File: src/rtl/spr_pkg.sv
// Constants, register map and types for the production signature row loader
//
// Overview of operation
// - At every reset release, the byte at offset 0x00 loads the 8MHz oscillator trim.
// - At every reset release, the byte at offset 0x02 loads the 32.768kHz oscillator trim.
// - At every reset release, the byte at offset 0x03 loads loop calibration register B.
// - At every reset release, the byte at offset 0x04 loads loop calibration register A.
// - Six lot number bytes sit at offsets 0x08 to 0x0D, byte n at 0x08 plus n.
// - Wafer number is one byte at offset 0x10; its top three bits read zero.
// - Die X sits at 0x12/0x13 and die Y at 0x14/0x15, low byte first.
// - Lot, wafer and both coordinates together form the unique serial identity.
// - Values come from the factory-programmed row and are specific to each device.
package spr_pkg;

    // ------------------------------------------------------------------
    // Register indices (byte address is four times the index)
    // ------------------------------------------------------------------
    localparam logic [5:0] OSC8_TRIM_VALUE_IDX     = 6'h00;
    localparam logic [5:0] OSC_SLOW_TRIM_VALUE_IDX = 6'h02;
    localparam logic [5:0] LOOP_TRIM_B_VALUE_IDX   = 6'h03;
    localparam logic [5:0] LOOP_TRIM_A_VALUE_IDX   = 6'h04;
    localparam logic [5:0] LOT_ID_BYTE0_IDX        = 6'h08;
    localparam logic [5:0] LOT_ID_BYTE1_IDX        = 6'h09;
    localparam logic [5:0] LOT_ID_BYTE2_IDX        = 6'h0a;
    localparam logic [5:0] LOT_ID_BYTE3_IDX        = 6'h0b;
    localparam logic [5:0] LOT_ID_BYTE4_IDX        = 6'h0c;
    localparam logic [5:0] LOT_ID_BYTE5_IDX        = 6'h0d;
    localparam logic [5:0] WAFER_INDEX_IDX         = 6'h10;
    localparam logic [5:0] DIE_X_LOW_IDX           = 6'h12;
    localparam logic [5:0] DIE_X_HIGH_IDX          = 6'h13;
    localparam logic [5:0] DIE_Y_LOW_IDX           = 6'h14;
    localparam logic [5:0] DIE_Y_HIGH_IDX          = 6'h15;

    // ------------------------------------------------------------------
    // Widths, entries and field values
    // ------------------------------------------------------------------
    localparam int         SPR_ADDR_W      = 8;
    localparam int         SPR_ROW_ADDR_W  = 6;
    localparam int         SPR_NUM_ENTRIES = 15;
    localparam int         SPR_SERIAL_W    = 88;
    localparam logic [3:0] SPR_LAST_ENTRY  = 4'he;
    localparam logic [7:0] SPR_BYTE_RESET  = 8'h00;
    localparam logic [7:0] SPR_ALL_BITS    = 8'hff;
    localparam logic [7:0] SPR_WAFER_MASK  = 8'h1f;

    // Load order: the four trims first so the clock system settles soonest
    localparam logic [3:0] SPR_ENT_OSC8    = 4'h0;
    localparam logic [3:0] SPR_ENT_SLOW    = 4'h1;
    localparam logic [3:0] SPR_ENT_LOOP_B  = 4'h2;
    localparam logic [3:0] SPR_ENT_LOOP_A  = 4'h3;

    localparam logic [5:0] SPR_ENTRY_IDX [SPR_NUM_ENTRIES] = '{
        OSC8_TRIM_VALUE_IDX, OSC_SLOW_TRIM_VALUE_IDX, LOOP_TRIM_B_VALUE_IDX, LOOP_TRIM_A_VALUE_IDX,
        LOT_ID_BYTE0_IDX, LOT_ID_BYTE1_IDX, LOT_ID_BYTE2_IDX, LOT_ID_BYTE3_IDX,
        LOT_ID_BYTE4_IDX, LOT_ID_BYTE5_IDX, WAFER_INDEX_IDX,
        DIE_X_LOW_IDX, DIE_X_HIGH_IDX, DIE_Y_LOW_IDX, DIE_Y_HIGH_IDX
    };

    // ------------------------------------------------------------------
    // Types
    // ------------------------------------------------------------------
    typedef enum logic [1:0] {
        SPR_ST_FETCH   = 2'b00,
        SPR_ST_CAPTURE = 2'b01,
        SPR_ST_DONE    = 2'b10
    } spr_load_st_t;

endpackage

File: src/rtl/spr_byte_reg.sv
// One signature byte holder with a fixed mask of implemented bits
`timescale 1ns/1ps
module spr_byte_reg
    import spr_pkg::*;
#(
    parameter logic [7:0] KEEP_MASK = 8'hff
) (
    input  wire logic       pclk,
    input  wire logic       presetn,
    input  wire logic       load,
    input  wire logic [7:0] d,
    output logic      [7:0] q
);

    always_ff @(posedge pclk or negedge presetn) begin
        if (!presetn) begin
            q <= SPR_BYTE_RESET;
        end else if (load) begin
            q <= d & KEEP_MASK;
        end
    end

endmodule

File: src/rtl/spr_signature_row.sv
// Production signature row: reset-time trim loader and read-only APB register file
//
// The APB slave port was chosen for this implementation.
`timescale 1ns/1ps
module spr_signature_row
    import spr_pkg::*;
(
    input  wire logic                      pclk,
    input  wire logic                      presetn,
    // APB slave
    input  wire logic                      psel,
    input  wire logic                      penable,
    input  wire logic                      pwrite,
    input  wire logic [SPR_ADDR_W-1:0]     paddr,
    input  wire logic [31:0]               pwdata,
    output logic      [31:0]               prdata,
    output logic                           pready,
    output logic                           pslverr,
    // Factory-programmed row, read combinationally from the registered address
    output logic                           row_rd_en,
    output logic      [SPR_ROW_ADDR_W-1:0] row_rd_addr,
    input  wire logic [7:0]                row_rdata,
    // Clock system calibration targets
    output logic      [7:0]                fast_osc_calibration_target,
    output logic      [7:0]                slow_osc_calibration_target,
    output logic      [7:0]                loop_calibration_target_a,
    output logic      [7:0]                loop_calibration_target_b,
    output logic                           cal_loaded,
    // Per-die identity
    output logic      [SPR_SERIAL_W-1:0]   die_serial
);

    // ------------------------------------------------------------------
    // Loader state
    // ------------------------------------------------------------------
    spr_load_st_t state;
    logic [3:0]   entry;
    logic [7:0]   sig_byte [SPR_NUM_ENTRIES];
    logic         capture;

    assign capture = (state == SPR_ST_CAPTURE);

    // The sequence reruns after every reset, so trims never depend on software
    always_ff @(posedge pclk or negedge presetn) begin
        if (!presetn) begin
            state       <= SPR_ST_FETCH;
            entry       <= 4'h0;
            row_rd_en   <= 1'b0;
            row_rd_addr <= '0;
        end else begin
            unique case (state)
                SPR_ST_FETCH: begin
                    row_rd_en   <= 1'b1;
                    row_rd_addr <= SPR_ENTRY_IDX[entry];
                    state       <= SPR_ST_CAPTURE;
                end
                SPR_ST_CAPTURE: begin
                    row_rd_en <= 1'b0;
                    if (entry == SPR_LAST_ENTRY) begin
                        state <= SPR_ST_DONE;
                    end else begin
                        entry <= entry + 4'h1;
                        state <= SPR_ST_FETCH;
                    end
                end
                SPR_ST_DONE: begin
                    row_rd_en <= 1'b0;
                end
                default: begin
                    state <= SPR_ST_FETCH;
                end
            endcase
        end
    end

    always_ff @(posedge pclk or negedge presetn) begin
        if (!presetn) begin
            cal_loaded <= 1'b0;
        end else if (capture && entry == SPR_LAST_ENTRY) begin
            cal_loaded <= 1'b1;
        end
    end

    // ------------------------------------------------------------------
    // Trim copies into the clock system
    // ------------------------------------------------------------------
    always_ff @(posedge pclk or negedge presetn) begin
        if (!presetn) begin
            fast_osc_calibration_target <= SPR_BYTE_RESET;
            slow_osc_calibration_target <= SPR_BYTE_RESET;
            loop_calibration_target_a   <= SPR_BYTE_RESET;
            loop_calibration_target_b   <= SPR_BYTE_RESET;
        end else if (capture) begin
            if (entry == SPR_ENT_OSC8) begin
                fast_osc_calibration_target <= row_rdata;
            end
            if (entry == SPR_ENT_SLOW) begin
                slow_osc_calibration_target <= row_rdata;
            end
            if (entry == SPR_ENT_LOOP_B) begin
                loop_calibration_target_b <= row_rdata;
            end
            if (entry == SPR_ENT_LOOP_A) begin
                loop_calibration_target_a <= row_rdata;
            end
        end
    end

    // ------------------------------------------------------------------
    // Signature byte holders
    // ------------------------------------------------------------------
    // Values come only from the factory row, never from the bus
    genvar k;
    generate
        for (k = 0; k < SPR_NUM_ENTRIES; k++) begin : g_byte
            spr_byte_reg #(
                .KEEP_MASK ((SPR_ENTRY_IDX[k] == WAFER_INDEX_IDX) ? SPR_WAFER_MASK : SPR_ALL_BITS)
            ) u_byte (
                .pclk    (pclk),
                .presetn (presetn),
                .load    (capture && entry == 4'(k)),
                .d       (row_rdata),
                .q       (sig_byte[k])
            );
        end
    endgenerate

    // Serial identity: lot (byte 0 lowest), wafer, X, Y
    assign die_serial = {sig_byte[14], sig_byte[13], sig_byte[12], sig_byte[11], sig_byte[10],
                         sig_byte[9], sig_byte[8], sig_byte[7], sig_byte[6], sig_byte[5],
                         sig_byte[4]};

    // ------------------------------------------------------------------
    // APB read decode
    // ------------------------------------------------------------------
    logic       hit;
    logic [7:0] rd_byte;

    always_comb begin
        hit     = 1'b0;
        rd_byte = SPR_BYTE_RESET;
        if (paddr[1:0] == 2'b00) begin
            for (int i = 0; i < SPR_NUM_ENTRIES; i++) begin
                if (paddr[SPR_ADDR_W-1:2] == SPR_ENTRY_IDX[i]) begin
                    hit     = 1'b1;
                    rd_byte = sig_byte[i];
                end
            end
        end
    end

    // ------------------------------------------------------------------
    // APB answer
    // ------------------------------------------------------------------
    // Answers wait for the loader so software never sees a half-filled row
    always_ff @(posedge pclk or negedge presetn) begin
        if (!presetn) begin
            pready  <= 1'b0;
            prdata  <= 32'h0000_0000;
            pslverr <= 1'b0;
        end else if (psel && penable && !pready && cal_loaded) begin
            pready  <= 1'b1;
            prdata  <= (hit && !pwrite) ? {24'h00_0000, rd_byte} : 32'h0000_0000;
            pslverr <= !hit;
        end else begin
            pready  <= 1'b0;
            prdata  <= 32'h0000_0000;
            pslverr <= 1'b0;
        end
    end

    // Write data is deliberately dropped: the row is read-only
    logic unused_wdata;
    assign unused_wdata = ^pwdata;

endmodule

File: config.mk
export PLATFORM = sky130hd
export DESIGN_NAME = spr_signature_row
export DESIGN_NICKNAME = d
export VERILOG_FILES = /design/src/rtl/spr_pkg.sv /design/src/rtl/spr_byte_reg.sv /design/src/rtl/spr_signature_row.sv
export SDC_FILE = /design/constraint.sdc
export NUM_CORES = 1
export LEC_CHECK = 0
export BUFFER_PORTS_ARGS = -buffer_cell sky130_fd_sc_hd__buf_4
export CAP_MARGIN = 20
export CORE_AREA = 2 2 129 131
export CTS_CLUSTER_DIAMETER = 150
export DETAILED_ROUTE_END_ITERATION = 8
export DIE_AREA = 0 0 131 133
export GPL_TIMING_DRIVEN = 0
export PLACE_DENSITY_LB_ADDON = 0.08
export SLEW_MARGIN = 30
export SYNTH_ARGS = -nofsm -noshare
export SYNTH_HDL_FRONTEND = slang
export SYNTH_SLANG_ARGS = --single-unit
export TNS_END_PERCENT = 50
File: constraint.sdc
create_clock -name pclk -period 2.3 [get_ports pclk]
set_clock_uncertainty 0.1 [all_clocks]
set_input_delay 0.23 -clock pclk [delete_from_list [all_inputs] [get_ports pclk]]
set_output_delay 0.23 -clock pclk [all_outputs]
set_load 0.02 [all_outputs]
==> results.sh <==
export IMPL_initial_utilization=0.436
export IMPL_antenna_found_initial=0
export IMPL_place_area_um2=8600
export IMPL_startpoint_type="register"
export IMPL_end_kind="register"
export IMPL_port_buffers=152
export IMPL_crit_end="g_byte[6].u_byte.q[0]"
export IMPL_area_delta_synth_final_pct=33.5
export IMPL_path_class="reg -> reg"
export IMPL_p_leak_nw=4.30
export IMPL_total_power_mw=6.41
export IMPL_grt_max_degree=87
export IMPL_critPathMaxFanout=8
export IMPL_seq_area_frac_synth=0.497
export IMPL_yosysWarnings=0
export IMPL_clkSinkCount=140
export IMPL_synth_top_area_frac=0.497
export IMPL_clock_fmax_ghz=0.450
export IMPL_numCtsBuffers=17
export IMPL_grt_use_total=0.261
export IMPL_hold_path_class="in -> reg"
export IMPL_clkSlewWorstSetupHoldPaths_ps=60
export IMPL_netlist_area_um2=7050
export IMPL_synth_most_common_cell="dfrtp_1"
export IMPL_fin_nets=878
export IMPL_clock_root_buffer="clkbuf_16"
export IMPL_ctsHtreeMaxLevel=4
export IMPL_rsz0062_at_grt="yes"
export IMPL_setup_worst_path_start="entry[2]"
export IMPL_synth_ff_type="dfrtp_1"
export IMPL_slew_headroom=0.504
export IMPL_hold_viol=0
export IMPL_drt_wl_total_um=22100
export IMPL_wl_per_cell_um=21.1
export IMPL_status="complete, no violations"
export IMPL_synth_edf_count=0
export IMPL_hpwl_um=16200
export IMPL_grt_pass1_vias=5811
export IMPL_grt_pass1_wl_um=33900
export IMPL_worstPathRequired_ps=2510
export IMPL_synth_async_reset_ratio=1.00
export IMPL_die_x_um=131
export IMPL_synth_common_cells="dfrtp_1 (140), mux2_2 (121), nand2_1 (31)"
export IMPL_peakVddDrop_mv=0.520
export IMPL_cts_max_path_buffers=2
export IMPL_reg2reg_setup_slack_ps=80
export IMPL_synth_avg_cell_area_um2=11.7
export IMPL_ios=215
export IMPL_reg2reg_to="g_byte[6].u_byte.q[0]"
export IMPL_drc_errors=0
export IMPL_globalRouteOverflowTotal=0
export IMPL_dieArea_um2=17400
export IMPL_place_inst=1005
export IMPL_via_per_inst=5.47
export IMPL_diodes=0
export IMPL_slew_viol_final=0
export IMPL_firstDrtPassIters=5
export IMPL_final_cells=1047
export IMPL_clk_latency_ps=430
export IMPL_antenna_left=0
export IMPL_ys_top_cells_by_area="dfrtp_1 (50%), mux2_2 (19%), buf_4 (3.0%), mux2i_1 (2.3%), ha_1 (2.0%)"
export IMPL_vias=5726
export IMPL_n_fill_cell=1417
export IMPL_reg2regPathDepth=5
export IMPL_rows=47
export IMPL_gp_congestion=0.884
export IMPL_drtIter0Drc=467
export IMPL_syn_inst=605
export IMPL_synth_top_area_cell="dfrtp_1"
export IMPL_setup_violations=0
export IMPL_r2r_start="entry[2]"
export IMPL_tns_ps=0
export IMPL_cp_slowest_cell="nor2_1"
export IMPL_final_cell_area_um2=9410
export IMPL_final_util=0.582
export IMPL_cp_arrival_ps=2430
export IMPL_synth_distinct_cells=58
export IMPL_max_slew_worst_pin_slew_ps=738
export IMPL_synth_seq_cells=140
export IMPL_critPathMaxStageDelay_ps=410
export IMPL_dieHeight_um=133
export IMPL_cp_cell_sequence="clkbuf_1 > inv_1 > nor2_1 > nand3_2 > mux2_2"
export IMPL_drive_gt1_frac=0.457
export IMPL_core_um2=16200
export IMPL_powerDensity_nw_per_um2=680
export IMPL_period_minus_slack_ps=2220
export IMPL_finalCritPeriodShare=0.966
export IMPL_tritoncts="yes"
export IMPL_cap_violations=0
metrics by stage:
step                hold slack [ps]  worst slack [ps]
global route                   3.61             -20.4
global placement                365              -175
CTS                            4.14             -78.1
detailed placement             84.4              -220
finish                         10.4              79.3
floorplan                      -166               345
layout make-up:
cell class	count	area, µm²	area share
Tap cell	220	275	0.0292
Clock buffer	24	502	0.0533
Clock inverter	8	130	0.0138
Multi-Input combinational cell	410	3270	0.347
Timing Repair Buffer	163	1290	0.137
Buffer	67	389	0.0413
Sequential cell	140	3500	0.372
Inverter	15	56.3	0.00598
power by group:
group | switching, mW | leakage, nW | internal [mW]
registers | 0.103 | 1.64 | 2.57
logic | 0.477 | 2.36 | 0.336
clock network | 1.06 | 0.299 | 1.86
worst min-delay path by stage:
stage / startpoint / endpoint / slack [ps] / depth (start not counted)
final: row_rdata[4] / g_byte[14].u_byte.q[4] / 10 / 2
after global routing: row_rdata[4] / g_byte[14].u_byte.q[4] / 4 / 2
after CTS: row_rdata[4] / g_byte[14].u_byte.q[4] / 4 / 2
after detailed placement: presetn / row_rd_en / 80 / 1
after global placement: row_rd_en / row_rd_en / 360 / 2
after floorplan: presetn / cal_loaded / -170 / 0
cell usage in the layout (no fill, tap or decap), drive strengths merged, types with 3 or more instances in the layout:
| master | instances |
|---|---|
| bufinv | 3 |
| nor3b | 3 |
| buf | 202 |
| nand2 | 31 |
| clkbuf | 47 |
| mux2i | 16 |
| dfrtp | 140 |
| nand3 | 24 |
| o22ai | 9 |
| conb | 28 |
| a22oi | 11 |
| mux2 | 121 |
| a211oi | 6 |
| ha | 11 |
| o221ai | 8 |
| nand4 | 5 |
| o21ai | 25 |
| dlygate4sd3 | 5 |
| a21oi | 24 |
| clkinvlp | 3 |
| inv | 16 |
| nand2b | 7 |
| nor3 | 16 |
| a221oi | 3 |
| o311ai | 4 |
| nor2b | 3 |
| nor2 | 25 |
state kept, by name, summed over array words and instances, names as in the netlist:
register,flops
cal_loaded,1
entry,4
fast_osc_calibration_target,8
g_byte.u_byte.q,85
loop_calibration_target_a,8
loop_calibration_target_b,8
prdata,8
pready,1
pslverr,1
row_rd_addr,5
row_rd_en,1
slow_osc_calibration_target,8
state,2
critical path, delay by kind of cell, from the launching register on:
kind / cells / cell delay (ps)
simple gates: 2 / 780
buf+inv: 2 / 510
mux: 1 / 390
flops: 1 / 320
timing repair:
| item | 4_1_cts | 5_1_grt |
|---|---|---|
| gates resized for setup | 12 | 2 |
| buffers inserted | 0 | 5 |
| hold endpoints to repair | 71 | 0 |
| hold buffers | 5 | 0 |
| pin swaps | 0 | 4 |
| setup endpoints to repair | 96 | 72 |
kinds of logic (layout without fill, tap and decap cells):
logic type | after synthesis | in the layout | synth area share
AO/OA/AOI/OAI | 104 | 104 | 0.0967
XOR/XNOR | 1 | 1 | 0.00124
adder cells (fa/ha/maj) | 11 | 11 | 0.0195
buffers and inverters | 82 | 277 | 0.0625
flip-flops | 140 | 140 | 0.497
multiplexers | 139 | 139 | 0.222
other | 1 | 28 | 0.000532
AND/OR/NAND/NOR | 127 | 127 | 0.100
layer usage:
layer / global-route usage / share of wire / vias to the layer above
met4: 0.0780 / 0.019 / 0
met3: 0.0671 / 0.068 / 33
li1: - / - / 2574
met2: 0.416 / 0.48 / 223
met5: 0 / 0 / -
met1: 0.352 / 0.43 / 2896
(Power assumes the default switching activity.)
